## src/inc/txp_pkg.sv

```systemverilog
// Constants and types for the transmit buffer command parser.
// Assumes a single clock domain and an APB register port with 32-bit data.
// What this block does
// RULE1 - Copy packet tag into status word
// RULE2 - Host writes zero to reserved bit
// RULE3 - Checksum only with request, first segment, enable
// RULE4 - CRC disable bit suppresses automatic CRC
// RULE5 - Pad disable stops padding, CRC still added
// RULE6 - Length mismatch sets transmit error flag
// RULE7 - Data section follows the command words
// RULE8 - Low offset bits pick first data lane
// RULE9 - Skip whole offset words before data
// RULE10 - Drop unused trailing lanes of last word
// RULE11 - Host pads to alignment, device discards it
// RULE12 - Middle buffers hold at least four bytes
// RULE13 - Accept any alignment and end lengths
// RULE14 - Host keeps packet within FIFO space limit
// RULE15 - Store only partial ends and whole words
// RULE16 - Host may cap packet at 86 buffers
// RULE17 - First and last segment flags mark position
// RULE18 - Start offset from first command word
// RULE19 - Buffer size sizes padding and length sum
// RULE20 - Second command word only on first segment
package txp_pkg;
    // Register byte offsets
    localparam logic [7:0] OFF_TX_DATA   = 8'h00;
    localparam logic [7:0] OFF_CTRL      = 8'h04;
    localparam logic [7:0] OFF_STATUS    = 8'h08;
    localparam logic [7:0] OFF_LAST_STAT = 8'h0C;
    // Register fields and reset values
    localparam int unsigned CTRL_CSUM_EN_BIT = 0;
    localparam int unsigned STAT_TXERR_BIT   = 0;
    localparam int unsigned STAT_INPKT_BIT   = 1;
    localparam logic        CTRL_CSUM_RESET  = 1'b0;
    // First command word
    localparam int unsigned A_ALIGN_LO = 24;
    localparam int unsigned A_OFF_LO   = 16;
    localparam int unsigned A_FS_BIT   = 13;
    localparam int unsigned A_LS_BIT   = 12;
    localparam int unsigned A_SIZE_LO  = 0;
    // Second command word
    localparam int unsigned B_TAG_LO      = 16;
    localparam int unsigned B_CSUM_BIT    = 14;
    localparam int unsigned B_CRC_DIS_BIT = 13;
    localparam int unsigned B_PAD_DIS_BIT = 12;
    localparam int unsigned B_LEN_LO      = 0;
    // Status word error bit
    localparam int unsigned ST_ERR_BIT = 15;

    typedef enum logic [1:0] {
        ALIGN_4    = 2'b00,
        ALIGN_16   = 2'b01,
        ALIGN_32   = 2'b10,
        ALIGN_RSVD = 2'b11
    } align_t;

    typedef enum logic [2:0] {
        P_CMD_A = 3'b001,
        P_CMD_B = 3'b010,
        P_DATA  = 3'b100
    } parse_state_t;
endpackage

```

## src/design/buf_span_calc.sv

```systemverilog
// Span arithmetic for one transmit buffer, purely combinational.
// Assumes inputs are the raw fields of the first command word.
`timescale 1ns/1ps
module buf_span_calc (
    // Command fields
    input  wire logic [4:0]  start_off,
    input  wire logic [10:0] size,
    input  wire logic [1:0]  align,
    // Word counts and lane masks
    output logic      [2:0]  skip_words,
    output logic      [10:0] data_words,
    output logic      [10:0] total_words,
    output logic      [3:0]  first_mask,
    output logic      [3:0]  last_mask
);
    logic [12:0] amask;
    logic [12:0] end_b;
    logic [12:0] round_b;
    logic [12:0] lane_end;

    // Any start byte and any length are legal, ends included [RULE13]
    always_comb begin
        unique case (txp_pkg::align_t'(align))
            txp_pkg::ALIGN_16: amask = 13'h000F;
            txp_pkg::ALIGN_32: amask = 13'h001F;
            default:           amask = 13'h0003; // Reserved code treated as 4
        endcase
        end_b       = {8'h00, start_off} + {2'h0, size};
        round_b     = (end_b + amask) & ~amask;  // Host padding to alignment [RULE11]
        total_words = round_b[12:2];
        lane_end    = {11'h000, start_off[1:0]} + {2'h0, size} + 13'h0003;
        data_words  = (size == 11'h000) ? 11'h000 : lane_end[12:2];
        skip_words  = start_off[4:2];             // Whole offset words [RULE9]
        first_mask  = 4'hF << start_off[1:0];     // First valid lane [RULE8]
        // Trailing unused lanes are masked off [RULE10]
        unique case (end_b[1:0])
            2'h1:    last_mask = 4'h1;
            2'h2:    last_mask = 4'h3;
            2'h3:    last_mask = 4'h7;
            default: last_mask = 4'hF;
        endcase
    end
endmodule // buf_span_calc

```

## src/design/mac_out_stage.sv

```systemverilog
// One-word holding stage toward the MAC transmit path.
// Assumes the feeder pushes only while the stage is empty.
`timescale 1ns/1ps
module mac_out_stage (
    // Clock and reset
    input  wire logic        core_clk,
    input  wire logic        srst,
    // Feed side
    input  wire logic        push,
    input  wire logic [31:0] word,
    input  wire logic [3:0]  lanes,
    input  wire logic        sof,
    input  wire logic        eof,
    // MAC side
    input  wire logic        mac_ready,
    output logic             mac_valid,
    output logic      [31:0] mac_data,
    output logic      [3:0]  mac_lanes,
    output logic             mac_sof,
    output logic             mac_eof
);
    // Valid drops once the MAC takes the word
    always_ff @(posedge core_clk) begin
        if (srst) begin
            mac_valid <= 1'b0;
        end else if (push) begin
            mac_valid <= 1'b1;
        end else if (mac_ready) begin
            mac_valid <= 1'b0;
        end
    end

    // Payload held until the next push
    always_ff @(posedge core_clk) begin
        if (srst) begin
            mac_data  <= 32'h0000_0000;
            mac_lanes <= 4'h0;
            mac_sof   <= 1'b0;
            mac_eof   <= 1'b0;
        end else if (push) begin
            mac_data  <= word;
            mac_lanes <= lanes;
            mac_sof   <= sof;
            mac_eof   <= eof;
        end
    end
endmodule // mac_out_stage

```

## src/design/tx_buffer_command_parser.sv

```systemverilog
// Transmit buffer parser: APB word port in, lane-masked words out to the MAC.
// Assumes the host follows the buffer fragmentation limits of the FIFO.
`timescale 1ns/1ps
module tx_buffer_command_parser #(
    parameter int unsigned SUM_W = 18
) (
    // Clock and reset
    input  wire logic        core_clk,
    input  wire logic        srst,
    // APB slave
    input  wire logic [7:0]  paddr,
    input  wire logic        psel,
    input  wire logic        penable,
    input  wire logic        pwrite,
    input  wire logic [31:0] pwdata,
    output logic      [31:0] prdata,
    output logic             pready,
    output logic             pslverr,
    // MAC transmit path
    input  wire logic        mac_ready,
    output logic             mac_valid,
    output logic      [31:0] mac_data,
    output logic      [3:0]  mac_lanes,
    output logic             mac_sof,
    output logic             mac_eof,
    // Per-frame controls
    output logic             frame_crc_add,
    output logic             frame_pad_en,
    output logic             frame_csum_en,
    // Packet status
    output logic      [31:0] status_word,
    output logic             status_valid
);
    if (SUM_W < 12) begin : g_sum_w_check
        $error("SUM_W too small for one packet length");
    end

    // Register hit, one-hot: data, control, status, last status
    function automatic logic [3:0] reg_hit(input logic [7:0] a);
        reg_hit = {a == txp_pkg::OFF_LAST_STAT, a == txp_pkg::OFF_STATUS,
                   a == txp_pkg::OFF_CTRL, a == txp_pkg::OFF_TX_DATA};
    endfunction

    txp_pkg::parse_state_t state_r;
    logic [3:0]       hit;
    logic             access;
    logic             done;
    logic             word_push;
    logic             push_a;
    logic             push_b;
    logic             push_d;
    logic             ctrl_csum_en_r;
    logic             txerr_r;
    logic             in_pkt_r;
    logic [31:0]      last_stat_r;
    logic [2:0]       skip_new;
    logic [10:0]      dw_new;
    logic [10:0]      tot_new;
    logic [3:0]       fmask_new;
    logic [3:0]       lmask_new;
    logic [2:0]       skip_r;
    logic [10:0]      dw_r;
    logic [10:0]      tot_r;
    logic [3:0]       fmask_r;
    logic [3:0]       lmask_r;
    logic [10:0]      idx_r;
    logic [10:0]      rel;
    logic             fs_r;
    logic             ls_r;
    logic             sof_pend_r;
    logic [15:0]      tag_r;
    logic [10:0]      len_r;
    logic [SUM_W-1:0] sum_r;
    logic [SUM_W-1:0] sum_nxt;
    logic             a_fs;
    logic             a_ls;
    logic             b_csum;
    logic             b_crc_dis;
    logic             b_pad_dis;
    logic             ls_cur;
    logic             buf_end;
    logic             pkt_end;
    logic             len_mismatch;
    logic             fwd;
    logic [3:0]       fwd_mask;

    // Bus decode; writes take effect on the completing edge, read data is loaded one edge before it
    assign hit       = reg_hit(paddr);
    assign access    = psel & penable;
    assign done      = access & pready;
    assign word_push = done & pwrite & hit[0];
    assign push_a    = word_push & (state_r == txp_pkg::P_CMD_A);
    assign push_b    = word_push & (state_r == txp_pkg::P_CMD_B);
    assign push_d    = word_push & (state_r == txp_pkg::P_DATA);

    // Ready comes one wait state late; data writes also wait for an empty stage
    always_ff @(posedge core_clk) begin
        if (srst) begin
            pready  <= 1'b0;
            pslverr <= 1'b0;
        end else if (pready) begin
            pready  <= 1'b0;
            pslverr <= 1'b0;
        end else if (access && !(hit[0] && pwrite && mac_valid)) begin
            pready  <= 1'b1;
            pslverr <= (hit == 4'h0);
        end
    end

    // Read data captured with ready; data port and unmapped read zero
    always_ff @(posedge core_clk) begin
        if (srst) begin
            prdata <= 32'h0000_0000;
        end else if (access && !pready && !pwrite) begin
            prdata <= 32'h0000_0000;
            if (hit[1]) prdata[txp_pkg::CTRL_CSUM_EN_BIT] <= ctrl_csum_en_r;
            if (hit[2]) begin
                prdata[txp_pkg::STAT_TXERR_BIT] <= txerr_r;
                prdata[txp_pkg::STAT_INPKT_BIT] <= in_pkt_r;
            end
            if (hit[3]) prdata <= last_stat_r;
        end
    end

    // Checksum engine enable steers frame_csum_en
    always_ff @(posedge core_clk) begin
        if (srst) begin
            ctrl_csum_en_r <= txp_pkg::CTRL_CSUM_RESET;
        end else if (done && pwrite && hit[1]) begin
            ctrl_csum_en_r <= pwdata[txp_pkg::CTRL_CSUM_EN_BIT];
        end
    end

    // Error flag: a new mismatch beats a write-one-to-clear in the same cycle
    always_ff @(posedge core_clk) begin
        if (srst) begin
            txerr_r <= 1'b0;
        end else if (pkt_end && len_mismatch) begin
            txerr_r <= 1'b1; // [RULE6]
        end else if (done && pwrite && hit[2] && pwdata[txp_pkg::STAT_TXERR_BIT]) begin
            txerr_r <= 1'b0;
        end
    end

    // Command field views
    assign a_fs      = pwdata[txp_pkg::A_FS_BIT];  // [RULE17]
    assign a_ls      = pwdata[txp_pkg::A_LS_BIT];  // [RULE17]
    assign b_csum    = pwdata[txp_pkg::B_CSUM_BIT];
    assign b_crc_dis = pwdata[txp_pkg::B_CRC_DIS_BIT];
    assign b_pad_dis = pwdata[txp_pkg::B_PAD_DIS_BIT];

    buf_span_calc u_span (
        .start_off   (pwdata[txp_pkg::A_OFF_LO +: 5]), // [RULE18]
        .size        (pwdata[txp_pkg::A_SIZE_LO +: 11]),
        .align       (pwdata[txp_pkg::A_ALIGN_LO +: 2]),
        .skip_words  (skip_new),
        .data_words  (dw_new),
        .total_words (tot_new),
        .first_mask  (fmask_new),
        .last_mask   (lmask_new)
    );

    // Buffer and packet ends, including buffers with no data words
    assign ls_cur  = push_a ? a_ls : ls_r;
    assign buf_end = (push_a && !a_fs && tot_new == 11'h000) || (push_b && tot_r == 11'h000)
                   || (push_d && idx_r == tot_r - 11'h001);
    assign pkt_end = buf_end && ls_cur;

    // Running size sum; first segment restarts it [RULE19]
    always_comb begin
        sum_nxt = sum_r;
        if (push_a) begin
            sum_nxt = (a_fs ? '0 : sum_r) + SUM_W'(pwdata[txp_pkg::A_SIZE_LO +: 11]);
        end
    end
    assign len_mismatch = sum_nxt != SUM_W'(push_b ? pwdata[txp_pkg::B_LEN_LO +: 11] : len_r); // [RULE6]

    // Parser state: second word only after a first segment [RULE20]
    always_ff @(posedge core_clk) begin
        if (srst) begin
            state_r <= txp_pkg::P_CMD_A;
        end else begin
            unique case (state_r)
                txp_pkg::P_CMD_A: begin
                    if (push_a) begin
                        if (a_fs) state_r <= txp_pkg::P_CMD_B;
                        else if (tot_new != 11'h000) state_r <= txp_pkg::P_DATA;
                    end
                end
                txp_pkg::P_CMD_B: begin
                    if (push_b) begin
                        // Data section starts right after the second word [RULE7]
                        state_r <= (tot_r == 11'h000) ? txp_pkg::P_CMD_A : txp_pkg::P_DATA;
                    end
                end
                txp_pkg::P_DATA: begin
                    if (buf_end) state_r <= txp_pkg::P_CMD_A;
                end
            endcase
        end
    end

    // Per-buffer span latched from the first command word
    always_ff @(posedge core_clk) begin
        if (srst) begin
            skip_r  <= 3'h0;
            dw_r    <= 11'h000;
            tot_r   <= 11'h000;
            fmask_r <= 4'hF;
            lmask_r <= 4'hF;
            fs_r    <= 1'b0;
            ls_r    <= 1'b0;
            sum_r   <= '0;
        end else if (push_a) begin
            skip_r  <= skip_new;
            dw_r    <= dw_new;
            tot_r   <= tot_new;
            fmask_r <= fmask_new;
            lmask_r <= lmask_new;
            fs_r    <= a_fs;
            ls_r    <= a_ls;
            sum_r   <= sum_nxt;
        end
    end

    // Word index within the buffer's data section
    always_ff @(posedge core_clk) begin
        if (srst) begin
            idx_r <= 11'h000;
        end else if (push_a || push_b) begin
            idx_r <= 11'h000;
        end else if (push_d) begin
            idx_r <= idx_r + 11'h001;
        end
    end

    // Packet fields from the second command word
    always_ff @(posedge core_clk) begin
        if (srst) begin
            tag_r         <= 16'h0000;
            len_r         <= 11'h000;
            frame_crc_add <= 1'b1;
            frame_pad_en  <= 1'b1;
            frame_csum_en <= 1'b0;
        end else if (push_b) begin
            tag_r         <= pwdata[txp_pkg::B_TAG_LO +: 16];
            len_r         <= pwdata[txp_pkg::B_LEN_LO +: 11];
            frame_crc_add <= !b_crc_dis || b_pad_dis;     // [RULE4] [RULE5]
            frame_pad_en  <= !b_pad_dis;                  // [RULE5]
            frame_csum_en <= b_csum && ctrl_csum_en_r;    // First segment implied [RULE3]
        end
    end

    // Whole offset words and alignment padding never reach the stage
    assign rel = idx_r - {8'h00, skip_r};
    assign fwd = push_d && (idx_r >= {8'h00, skip_r}) && (rel < dw_r); // [RULE9] [RULE11] [RULE15]
    assign fwd_mask = (rel == 11'h000 ? fmask_r : 4'hF)               // [RULE8]
                    & (rel == dw_r - 11'h001 ? lmask_r : 4'hF);       // [RULE10]

    // Start-of-frame marker waits for the packet's first stored word
    always_ff @(posedge core_clk) begin
        if (srst) begin
            sof_pend_r <= 1'b0;
        end else if (push_b) begin
            sof_pend_r <= 1'b1;
        end else if (fwd) begin
            sof_pend_r <= 1'b0;
        end
    end

    mac_out_stage u_out (
        .core_clk  (core_clk),
        .srst      (srst),
        .push      (fwd),
        .word      (pwdata),
        .lanes     (fwd_mask),
        .sof       (sof_pend_r),
        .eof       (ls_r && rel == dw_r - 11'h001),
        .mac_ready (mac_ready),
        .mac_valid (mac_valid),
        .mac_data  (mac_data),
        .mac_lanes (mac_lanes),
        .mac_sof   (mac_sof),
        .mac_eof   (mac_eof)
    );

    // Status word per packet: tag above, length error below [RULE1] [RULE6]
    always_ff @(posedge core_clk) begin
        if (srst) begin
            status_valid <= 1'b0;
            status_word  <= 32'h0000_0000;
            last_stat_r  <= 32'h0000_0000;
        end else begin
            status_valid <= pkt_end;
            if (pkt_end) begin
                status_word  <= {(push_b ? pwdata[txp_pkg::B_TAG_LO +: 16] : tag_r), len_mismatch, 15'h0000};
                last_stat_r  <= {(push_b ? pwdata[txp_pkg::B_TAG_LO +: 16] : tag_r), len_mismatch, 15'h0000};
            end
        end
    end

    // Packet in progress between first segment and packet end
    always_ff @(posedge core_clk) begin
        if (srst) begin
            in_pkt_r <= 1'b0;
        end else if (pkt_end) begin
            in_pkt_r <= 1'b0;
        end else if (push_a && a_fs) begin
            in_pkt_r <= 1'b1;
        end
    end
endmodule // tx_buffer_command_parser

```

## config.mk

```make
export PLATFORM = sky130hd
export DESIGN_NAME = tx_buffer_command_parser
export DESIGN_NICKNAME = d
export VERILOG_FILES = /design/src/inc/txp_pkg.sv /design/src/design/buf_span_calc.sv /design/src/design/mac_out_stage.sv /design/src/design/tx_buffer_command_parser.sv
export SDC_FILE = /design/constraint.sdc
export NUM_CORES = 1
export LEC_CHECK = 0
export BUFFER_PORTS_ARGS = -buffer_cell sky130_fd_sc_hd__buf_4
export CELL_PAD_IN_SITES_DETAIL_PLACEMENT = 1
export CELL_PAD_IN_SITES_GLOBAL_PLACEMENT = 1
export CORE_MARGIN = 2
export CORE_UTILIZATION = 30
export DETAILED_ROUTE_END_ITERATION = 6
export PLACE_DENSITY = 0.57
export SLEW_MARGIN = 20
export SYNTH_ARGS = -nofsm -noshare
export SYNTH_HDL_FRONTEND = slang
export SYNTH_SLANG_ARGS = --single-unit
```

## constraint.sdc

```tcl
create_clock -name core_clk -period 4.7 [get_ports core_clk]
set_clock_uncertainty 0.05 [all_clocks]
set_input_delay 0 -clock core_clk [delete_from_list [all_inputs] [get_ports core_clk]]
set_output_delay 0 -clock core_clk [all_outputs]
set_load 0.01 [all_outputs]
```

---- Word-level counts from Yosys, hierarchy flattened ----
Cells that the tools add are included.
word-level totals
  register bits ........................... 191
  input bits .............................. 46
  output and inout port bits .............. 109
  word-level logic and storage cells ...... 138
operators by class
  $add $sub $neg .......................... 9
  $lt $le $gt $ge ......................... 2
  eq/ne operators ......................... 18
  shift-type cells ........................ 1
  mux-type cells .......................... 27
  bitwise logic cells ..................... 10
  reductions and logical operators ........ 43
operator list
  kind                   count
  $logic_not 11->1       4
  $mux 18                2
  $mux 32                1
  $eq 11x11->1           2
  $mux 11                2
  $sub 11x1->11 const B  2
  $logic_and 1x1->1      20
  $add 18x11->18         1
  $mux 3                 6
  $ne 18x11->1           1
  $eq 8x4->1 const B     2
  $mux 16                1
  $add 13x2->13 const B  1
  $add 13x5->13          1
  $and 13x13->13         1
  $not 5->13             1
  $add 2x11->12          1
  $add 5x11->12          1
  $pmux 4 s3             1
  $add 11x1->11 const B  1
  $ge 11x3->1            1
  $lt 11x11->1           1
  $reduce_bool 11->1     1
  $sub 11x3->11          1
  23 further kinds       54

---- Depth between registers and ports, before layout ----
Gate-level depths: netlist of the first run.
  word-level depth ........................ 12
  gate-level depth with buffers ........... 19
  mapped depth without buffers ............ 17

---- By module ----
A second synthesis of the first run with hierarchy kept.
second synthesis, totals
  cell total of the unflattened synthesis .. 1,274
  area, all modules ....................... 10,418.7 µm²
modules (own cells, without submodules)
  module                    instances  cells an instance  area each (µm²)  sequential area each (µm²)
  tx_buffer_command_parser  1          1,005              7,990.2          2,782.7
  mac_out_stage             1          127                1,402.6          780.7
  buf_span_calc             1          142                1,026.0          0.0

---- Worst setup path before layout of the first run ----
Ideal clock, no wire load.
  kind .................................... reg2reg
  start point ............................. register idx_r[0]
  end point ............................... register u_out.mac_data[4]
  setup time .............................. 0.070 ns
  data arrival time ....................... 3.530 ns
  data required time ...................... 4.580 ns
  path slack .............................. 1.049 ns
  stages on the path, launching flop included .. 20
  path buffers ............................ 2
  period minus slack after synthesis ...... 3.651 ns
  path through ............................ dfxtp_1 > inv_1 > ha_1 > inv_1 > fa_1 > a21oi_1 > nand2_1 > or3_1 > xor2_1 > inv_1 > ha_1 > a21o_1 > a21oi_1 > nor2b_1 > nor2_1 > and4_1 > clkbuf_1 > clkbuf_1 > nand2_1 > a21oi_1
between the ends
  cells in the longest elaborated chain, start to end .. 3
  elaborated cells between the ends (all ways) .. 5
  classes of those cells .................. add/sub: 1; order compare: 2; reduce/logical: 2
RTL lines
  element                                            RTL line                                                          source
  start: declaration                                 tx_buffer_command_parser.sv:66                                    logic [10:0] idx_r;
  start signal: assignment                           tx_buffer_command_parser.sv:233                                   idx_r <= idx_r + 11'h001;
  $sub 11x3->11 or $ge 11x3->1 (tied branches)       tx_buffer_command_parser.sv:255, tx_buffer_command_parser.sv:256
  $lt 11x11->1 or $logic_and 1x1->1 (tied branches)  tx_buffer_command_parser.sv:256                                   assign fwd = push_d && (idx_r >= {8'h00, skip_r}) && (rel < dw_r);
  $logic_and 1x1->1 *                                tx_buffer_command_parser.sv:256
  end signal: assignment                             mac_out_stage.sv:41                                               mac_data <= word;
  end: declaration                                   mac_out_stage.sv:17                                               output logic [31:0] mac_data,
Every way passes the cells marked *; elsewhere a longest branch is shown, timed or not.
A chain may end at the register's enable or synchronous reset.

---- Final worst setup path of the first run ----
  start point ............................. input pwdata[0]
  end point ............................... register last_stat_r[15]
between the ends
  cells in the longest elaborated chain, start to end .. 8
  elaborated cells between the ends (all ways) .. 12
  classes of those cells .................. add/sub: 3; eq/ne: 1; mux: 2; bitwise: 1; reduce/logical: 5
RTL lines
  element                 RTL line                         source
  start: declaration      tx_buffer_command_parser.sv:15   input wire logic [31:0] pwdata,
  $add 5x11->12           buf_span_calc.sv:28              end_b = {8'h00, start_off} + {2'h0, size};
  $add 13x5->13           buf_span_calc.sv:29              round_b = (end_b + amask) & ~amask;
  $and 13x13->13          buf_span_calc.sv:29
  $logic_not 11->1        tx_buffer_command_parser.sv:165  assign buf_end = (push_a && !a_fs && tot_new == 11'h000) || (push_b && tot_r == 11'h000)
  $logic_and 1x1->1       tx_buffer_command_parser.sv:165
  $logic_or 1x1->1        tx_buffer_command_parser.sv:165
  $logic_or 1x1->1        tx_buffer_command_parser.sv:166  || (push_d && idx_r == tot_r - 11'h001);
  $logic_and 1x1->1       tx_buffer_command_parser.sv:167  assign pkt_end = buf_end && ls_cur;
  end signal: assignment  tx_buffer_command_parser.sv:297  last_stat_r <= {(push_b ? pwdata[txp_pkg::B_TAG_LO +: 16] : tag_r), len_mismatch, 15'h0000};
  end: declaration        tx_buffer_command_parser.sv:55   logic [31:0] last_stat_r;
Several ways; a longest one is shown, not always the timed one.

==> results.tsv, run 1 <==
metric	value	unit
critical path class	input pin to flop	
Total Routing Usage GR	0.202	
Yosys cell types	76	
Area contributors post-synth	dfxtp_1 35%, nand2_1 8.1%, xnor2_1 5.7%, a21oi_1 5.2%, ha_1 4.8%	
top_reg_cell synth	dfxtp_1	
min-delay worst type	input pin to flop	
first-pass GRT wire length	55.4	mm
I/O Buffers	126	
Flop pwr share	0.447	
Power Density	277	mW/mm2
Psw	1.02	mW
Clock Sinks	176	
crit end category	flop	
Area after DPL	0.0113	mm2
clk root buf	clkbuf_16	
Initial Util	0.303	
fraction of layout cells with a size suffix above 1	0.134	
via count	9488	
grt total ovfl	0	
final setup fails	0	
# IOs	155	
sw frac	0.299	
crit path DAT	4.58	ns
antenna diode count	0	
cts hold-fix bufs	42	
clock power share	0.414	
H-tree depth	4	
Tcrit/Tclk final	0.914	
area delta synth->final	22.0	%
post-layout min period	4.29	ns
internal power	2.39	mW
setup ws final	0.406	ns
Leakage	4.77	nW
initial antenna violation count	0	
Yosys top cell area share	0.349	
Synth area leader	dfxtp_1	
most frequent cells in the layout	219 x nand2_1, 176 x dfxtp_1, 141 x buf_4	
most common cell after layout, fill and taps aside	nand2_1	
Final Hold Viols	0	
Final TNS setup	0	ns
launching point of the worst reg2reg path	idx_r[0]	
PostCTS Resize Cnt	0	
Async SR Flop Fraction	0	
Hold Crit Start	paddr[7]	
EDFF count, synth	0	
Nets	1511	
DRT antenna net count	0	
post-DR vias/cell	5.04	
Avg Inst Size Synth	7.77	um2
CP startpoint kind	input pin	
RSZ-0062 raised after global routing	no	
Peak supply drop	287	uV
Layout Utilization	0.370	
number of setup buffers added after CTS	0	
DP HPWL	25.9	mm
pin count of the biggest net entering global routing	75	
drt total wl	35.2	mm
Slew @ Worst Pin	0.940	ns
fin area	0.0123	mm2
cell area after synthesis	0.0101	mm2
slew margin rel.	0.365	
die height	187	um
vias in the first global route	9562	
routability cong.	0.835	
pre-CTS setup slack	0.550	ns
Critical Path Source	pwdata[0]	
First-pass DRT Iterations	5	
DIE AREA	0.0351	mm2
#FFs+latches synth	176	
Max Cap Violations	0	
worst skew pair latency	0.45	ns
cells after synthesis	1299	
Placement Rows	67	
drt drc	0	
CTS buffer count	17	
sequential area share after synthesis	0.349	
Die Wd	187	um
required time of the worst setup path	4.99	ns
Pins Over Slew Limit	0	
status	finished, final reports clean	
Max FO, Critical Path	34	
clk slew on worst S/H paths	0.07	ns
WL/cell	18.7	um
Syn. warnings	0	
combinational power share	0.139	
highest clock rate	233	MHz
Clock Path Buffers	2	
number of DRC violations after detailed-routing iteration 0	462	
CTS tree	yes	
area of the core	0.0333	mm2
-- power groups by stage --
stage | sequential [mW] | clock, mW | combinational (mW)
finish | 1.52 | 1.41 | 0.475
global route | 1.53 | 1.51 | 0.525
CTS | 1.52 | 1.46 | 0.476
detailed placement | 1.56 | 0 | 0.447
global placement | 1.56 | 0 | 0.442
floorplan | 1.55 | 0 | 0.321
-- cell families (layout without fill, tap and decap cells) --
kind of cell,count (synthesis),in the layout,synth area share
AOI/OAI and AO/OA,282,282,0.173
DFF,176,176,0.349
xor gates and xnor gates,92,92,0.0799
and+or+nand+nor,534,534,0.249
other,1,28,0.000372
buffers and inverters,150,260,0.0691
muxes,22,22,0.0248
adders and majority gates,42,42,0.0543
-- worst paths after layout --
path                         to  slack [ns]  depth (start not counted)
max reg2reg  u_out.mac_lanes[2]        0.64                         17
min reg2reg  u_out.mac_data[12]        0.40                          2
max             last_stat_r[15]        0.41                         18
min                   prdata[0]        0.06                          5
-- layout make-up --
cell class	instances	area, um2
inverters	45	169
clock buffers	19	443
flip-flops and latches	176	3520
repair buffers	183	1480
clock inverters	13	126
multi-input cells	1000	6000
well taps	448	561
fillers	4029	21000
-- cell usage after synthesis (all sizes together) (32+ instances only) --
| cell type | count |
|---|---|
| a21oi | 104 |
| buf | 42 |
| clkbuf | 63 |
| dfxtp | 176 |
| ha | 39 |
| inv | 43 |
| nand2 | 219 |
| nand3 | 32 |
| nor2 | 109 |
| nor3 | 37 |
| o21ai | 59 |
| xnor2 | 66 |
-- state kept, by name, summed over array words and instances, names as in the netlist, 3 cells and up --
name             flops
sum_r               18
tag_r               16
state_r              3
tot_r               11
lmask_r              3
prdata              19
u_out.mac_lanes      4
skip_r               3
idx_r               11
len_r               11
last_stat_r         17
dw_r                11
fmask_r              3
u_out.mac_data      32
-- per-layer routing --
layer	global-route usage	part of all wire
met4	0.0618	0.020
met2	0.341	0.48
met3	0.0313	0.025
met5	0	0
met1	0.265	0.47
-- metrics by stage --
step                total power, mW  cells  hold slack, ns
floorplan                      1.87   1326          0.0841
global placement               2.00   1810           0.208
detailed placement             2.00   1810           0.216
CTS                            3.46   1884         0.00394
global route                   3.56   1884           0.143
finish                         3.41   1884          0.0611
-- critical path, stage by stage --
cell and delay, ns:
dlygate4sd3_1 0.53, buf_4 0.18, ha_1 0.26, fa_1 0.54, a21o_1 0.26, a21oi_1 0.18, xnor2_1 0.14, ha_1 0.26
nor3_1 0.08, a211oi_1 0.43, xnor2_1 0.24, nand3_1 0.11, o21ai_0 0.14, o2111ai_1 0.28, o41ai_4 0.34, buf_4 0.36
or3b_1 0.16, nand2_1 0.04
(Power assumes the default switching activity.)
==> run 2: changes to the inputs <==
- GPL_TIMING_DRIVEN: default -> 0
- PLACE_DENSITY: 0.57 -> 0.56
- SYNTH_HIERARCHICAL: default -> 1
- clock period: 4.7 -> 5 ns (I/O delays scaled with it)
==> results.tsv, run 2 <==
metric	value	unit
status	finished, final reports clean	
I/O Buffers	125	
drt drc	0	
EDFF count, synth	0	
Peak supply drop	240	uV
CTS tree	yes	
DRT antenna net count	0	
Nets	1588	
DP HPWL	27.7	mm
Leakage	5.20	nW
Placement Rows	68	
CP max stage delay	0.54	ns
Clock Sinks	178	
post-layout min period	4.69	ns
Final Hold Viols	0	
delay-heaviest family, CP	compound AO/OA/AOI/OAI gates	
Pins Over Slew Limit	0	
dpl cells	1883	
routability cong.	0.830	
Final TNS setup	0	ns
Yosys top cell area share	0.342	
via count	9547	
First-pass DRT Iterations	4	
Largest Register	u_out/mac_data	
area of the core	0.0344	mm2
Max Cap Violations	0	
Max FO, Critical Path	10	
Clock Path Buffers	2	
most common cell after layout, fill and taps aside	nand2_1	
Largest regs	u_out/mac_data x32, prdata x19, sum_r x18	
drt total wl	36.0	mm
# IOs	155	
Avg Inst Size Synth	8.18	um2
cells after synthesis	1274	
final setup fails	0	
H-tree depth	4	
grt total ovfl	0	
most frequent cells in the layout	181 x nand2_1, 178 x dfxtp_1, 169 x buf_4	
Synth top cells by count	181 x nand2_1, 178 x dfxtp_1, 136 x nor2_1	
highest clock rate	213	MHz
setup slack, reg-to-reg	0.43	ns
sequential area share after synthesis	0.342	
antenna diode count	0	
Synth area leader	dfxtp_1	
hold slack	0.0343	ns
Slowest-stage cell, CP	dlygate4sd3_1	
Crit path top cell by count	a21oi_1	
clk root buf	clkbuf_16	
Yosys cell types	91	
fraction of layout cells with a size suffix above 1	0.172	
Syn. warnings	6	
Layout Utilization	0.380	
CP startpoint kind	input pin	
area delta synth->final	25.5	%
pin count of the biggest net entering global routing	17	
min-delay worst type	input pin to flop	
crit path DAT	5.02	ns
clk slew on worst S/H paths	0.07	ns
CTS buffer count	17	
CP Cell Sequence	dlygate4sd3_1 > buf_4 > ha_1 > fa_1 > a21o_2 > a21oi_1 > xnor2_1 > ha_1 > a21oi_1 > o211ai_1 > buf_4 > nor2_1 > o22ai_1 > a21oi_1 > xnor2_1 > nor4_1 > nand4_1 > o21ai_0 > nand2_1 > o41a_1 > nor2_4 > buf_6 > nand2_1 > o21ai_2	
critical path class	input pin to flop	
die height	190	um
Largest register FFs	32	
RSZ-0062 raised after global routing	no	
DIE AREA	0.0362	mm2
top_reg_cell synth	dfxtp_1	
first-pass GRT wire length	56.7	mm
Buf/Inv on CP	4	
vias in the first global route	9952	
worst skew pair latency	0.45	ns
Async SR Flop Fraction	0	
number of DRC violations after detailed-routing iteration 0	350	
Slew @ Worst Pin	0.995	ns
Initial Util	0.303	
#FFs+latches synth	178	
top-count cell post-synth	nand2_1	
Power Density	248	mW/mm2
Total Routing Usage GR	0.204	
initial antenna violation count	0	
Area contributors post-synth	dfxtp_1 34%, nand2_1 6.5%, mux2i_1 5.4%, xnor2_1 5.4%, ha_1 5.2%	
crit end category	flop	
Non-Filler Instances	1963	
required time of the worst setup path	5.33	ns
slew margin rel.	0.332	
cell area after synthesis	0.0104	mm2
WL/cell	18.3	um
Die Wd	190	um
Tcrit/Tclk final	0.937	
post-DR vias/cell	4.86	
==> run 2: logic make-up after synthesis <==
group,count (synthesis),share of synthesized area
buffers and inverters,155,0.0783
muxes,60,0.0596
DFF,178,0.342
and+or+nand+nor,512,0.235
xor gates and xnor gates,86,0.0752
AOI/OAI and AO/OA,233,0.150
other,3,0.00108
adders and majority gates,47,0.0593
==> run 2: tightest hold or removal path, cell delays in order <==
cell and delay (ns):
buf_4 0.13, nand4_1 0.09, nor2_1 0.07, nand2_1 0.07, mux2i_1 0.07, nor2_1 0.07
==> run 2: final timing paths <==
check	from	to	depth (start not counted)
worst max-delay path	pwdata[16]	last_stat_r[24]	24
worst min-delay path	pwrite	ctrl_csum_en_r	6
worst max register to register	idx_r[0]	u_out/mac_data[5]	19
worst min register to register	skip_r[2]	skip_r[2]	2
==> run 2: layer usage <==
metal	share of wire	wire length (um)	track usage	vias to the layer above
li1	-	-	-	4755
met1	0.46	16700	0.264	4636
met2	0.49	17600	0.350	126
met3	0.031	1120	0.0311	30
met4	0.016	563	0.0537	0
met5	0	0	0	-
==> run 2: through the flow <==
step	setup slack (ns)	area (um2)	power [mW]
after floorplan	1.52	10500	1.76
after global placement	0.110	12000	1.91
after detailed placement	0.103	12000	1.92
after CTS	0.0336	13000	3.27
after global routing	0.00277	13100	3.40
final	0.313	13100	3.24
==> run 2: power breakdown <==
| part | internal (mW) | switching [mW] | total [mW] |
|---|---|---|---|
| Sequential | 1.43 | 0.00516 | 1.43 |
| Clock | 0.705 | 0.616 | 1.32 |
| Combinational | 0.205 | 0.281 | 0.486 |
| Total | 2.34 | 0.902 | 3.24 |
==> run 2: layout make-up <==
type	count	area, um2
timing repair buffer	173	1410
inverter	47	176
tap	455	569
multi-input combinational	970	6160
fill	4197	21300
sequential	178	3560
buffer	108	641
clock inverter	10	98.8
clock buffer	22	454
==> run 2: what timing repair did <==
action | 4_1_cts | 5_1_grt
setup endpoints to repair | 0 | 19
hold buffers | 46 | 0
hold endpoints to repair | 97 | 0
gates resized for setup | 0 | 3
buffers inserted | 0 | 2
==> run 3: changes to the inputs <==
- HOLD_SLACK_MARGIN: default -> 0.03
- PLACE_DENSITY: 0.56 -> 0.58
- RECOVER_POWER: default -> 100
- clock period: 5 -> 4.15 ns (I/O delays scaled with it)
==> results.tsv, run 3 (synthesis gave the netlist of run 2 again) <==
metric	value	unit
status	finished, final reports clean	
Leakage	4.89	nW
total power	4.02	mW
area delta synth->final	23.9	%
DIE AREA	0.0362	mm2
most common cell after layout, fill and taps aside	nand2_1	
pin count of the biggest net entering global routing	20	
required time of the worst setup path	4.45	ns
Final TNS setup	0	ns
CP Cell Sequence	inv_1 > ha_1 > fa_2 > inv_1 > ha_1 > nor2b_1 > o21a_1 > o21a_1 > o21a_1 > o21ai_0 > nand2b_1 > a21oi_1 > o211a_1 > and4_4 > buf_6 > buf_12 > buf_12 > mux2i_1 > nor2_1	
# IOs	155	
area of the core	0.0344	mm2
Crit path top cell by count	o21a_1	
routability cong.	0.837	
launching point of the worst reg2reg path	idx_r[0]	
Worst Setup EP	u_out/mac_data[22]	
setup slack, reg-to-reg	0.24	ns
die height	190	um
Clock Path Buffers	2	
number of DRC violations after detailed-routing iteration 0	424	
crit end category	flop	
Worst path depth	19	
Final Hold Viols	0	
Placement Rows	68	
worst skew pair latency	0.46	ns
Largest Register	u_out/mac_data	
Worst R2R Path Depth	19	
Max Cap Violations	0	
antenna diode count	0	
Nets	1593	
fillers	4234	
Slowest-stage cell, CP	fa_2	
CTS buffer count	17	
most frequent cells in the layout	181 x nand2_1, 177 x dfxtp_1, 136 x nor2_1	
Peak supply drop	292	uV
Clock Sinks	178	
Max FO, Critical Path	10	
Hold Crit Start	pwdata[13]	
Tcrit/Tclk final	0.941	
slew margin rel.	0.126	
CP max stage delay	0.58	ns
vias in the first global route	9889	
clk slew on worst S/H paths	0.08	ns
initial antenna violation count	0	
I/O Buffers	125	
reg2reg end	u_out/mac_data[22]	
Largest regs	u_out/mac_data x32, prdata x19, sum_r x18	
DRT antenna net count	0	
Power Density	311	mW/mm2
post-layout min period	3.91	ns
Pins Over Slew Limit	0	
Largest register FFs	32	
CP startpoint kind	flop	
setup ws final	0.244	ns
drt total wl	36.5	mm
CTS tree	yes	
critical path class	flop to flop	
Slew @ Worst Pin	1.30	ns
delay-heaviest family, CP	compound AO/OA/AOI/OAI gates	
Critical Path Source	idx_r[0]	
crit path DAT	4.20	ns
clk root buf	clkbuf_16	
final setup fails	0	
via count	9619	
Non-Filler Instances	1968	
Total Routing Usage GR	0.203	
Initial Util	0.303	
fraction of layout cells with a size suffix above 1	0.130	
H-tree depth	4	
min-delay worst type	input pin to flop	
first-pass GRT wire length	56.7	mm
Die Wd	190	um
pre-CTS setup slack	-0.742	ns
grt total ovfl	0	
dpl cells	1883	
First-pass DRT Iterations	4	
WL/cell	18.6	um
highest clock rate	256	MHz
DP HPWL	27.6	mm
Buf/Inv on CP	5	
post-DR vias/cell	4.89	
drt drc	0	
## run 3: worst register-to-register path, delay by kind of cell, from the launching register on
| kind | cells | cell delay [ns] |
|---|---|---|
| compound gates | 6 | 1.05 |
| buf+inv | 5 | 0.56 |
| fa+ha+maj | 3 | 1.04 |
| flops | 1 | 0.38 |
| mux | 1 | 0.20 |
| simple gates | 4 | 0.53 |
## run 3: layout make-up
cell class	count	area (um2)	share of cell area
flip-flops and latches	178	3570	0.276
well taps	455	569	0.0441
repair buffers	179	1160	0.0898
clock inverters	14	161	0.0125
inverters	47	180	0.0140
multi-input cells	970	6200	0.480
plain buffers	107	638	0.0494
clock buffers	18	439	0.0340
## run 3: worst min path at each step
stage / endpoint / slack [ns] / cells past startpoint
floorplan: ctrl_csum_en_r / 0.09 / 2
global placement: u_out/mac_data[11] / 0.18 / 3
detailed placement: u_out/mac_data[11] / 0.19 / 3
CTS: sum_r[8] / 0.07 / 5
global route: state_r[1] / 0.06 / 3
finish: state_r[1] / 0.07 / 3
## run 3: where the power goes
part	internal (mW)	leakage, nW	switching, mW
sequential	1.72	1.44	0.00581
combinational	0.252	3.17	0.353
clock	0.830	0.291	0.860
## run 3: stage by stage
stage	hold slack (ns)	area, um2	util
after floorplan	0.0939	10500	-
after global placement	0.185	12000	0.350
after detailed placement	0.195	12000	0.350
after CTS	0.0711	13100	0.382
after global routing	0.0640	12900	0.376
final	0.0653	12900	0.376
## run 3: timing repair
action                                  CTS  global route
pin swaps                                 1             6
hold endpoints to repair                104             0
hold buffers                             48             0
gates resized for setup                   3            18
buffers inserted                          0             6
endpoints found under the setup margin   24            59
## run 3: metal layers
metal | wire, um | track usage
met5 | 0 | 0
met4 | 422 | 0.0462
met3 | 819 | 0.0258
met2 | 17800 | 0.350
met1 | 17500 | 0.271
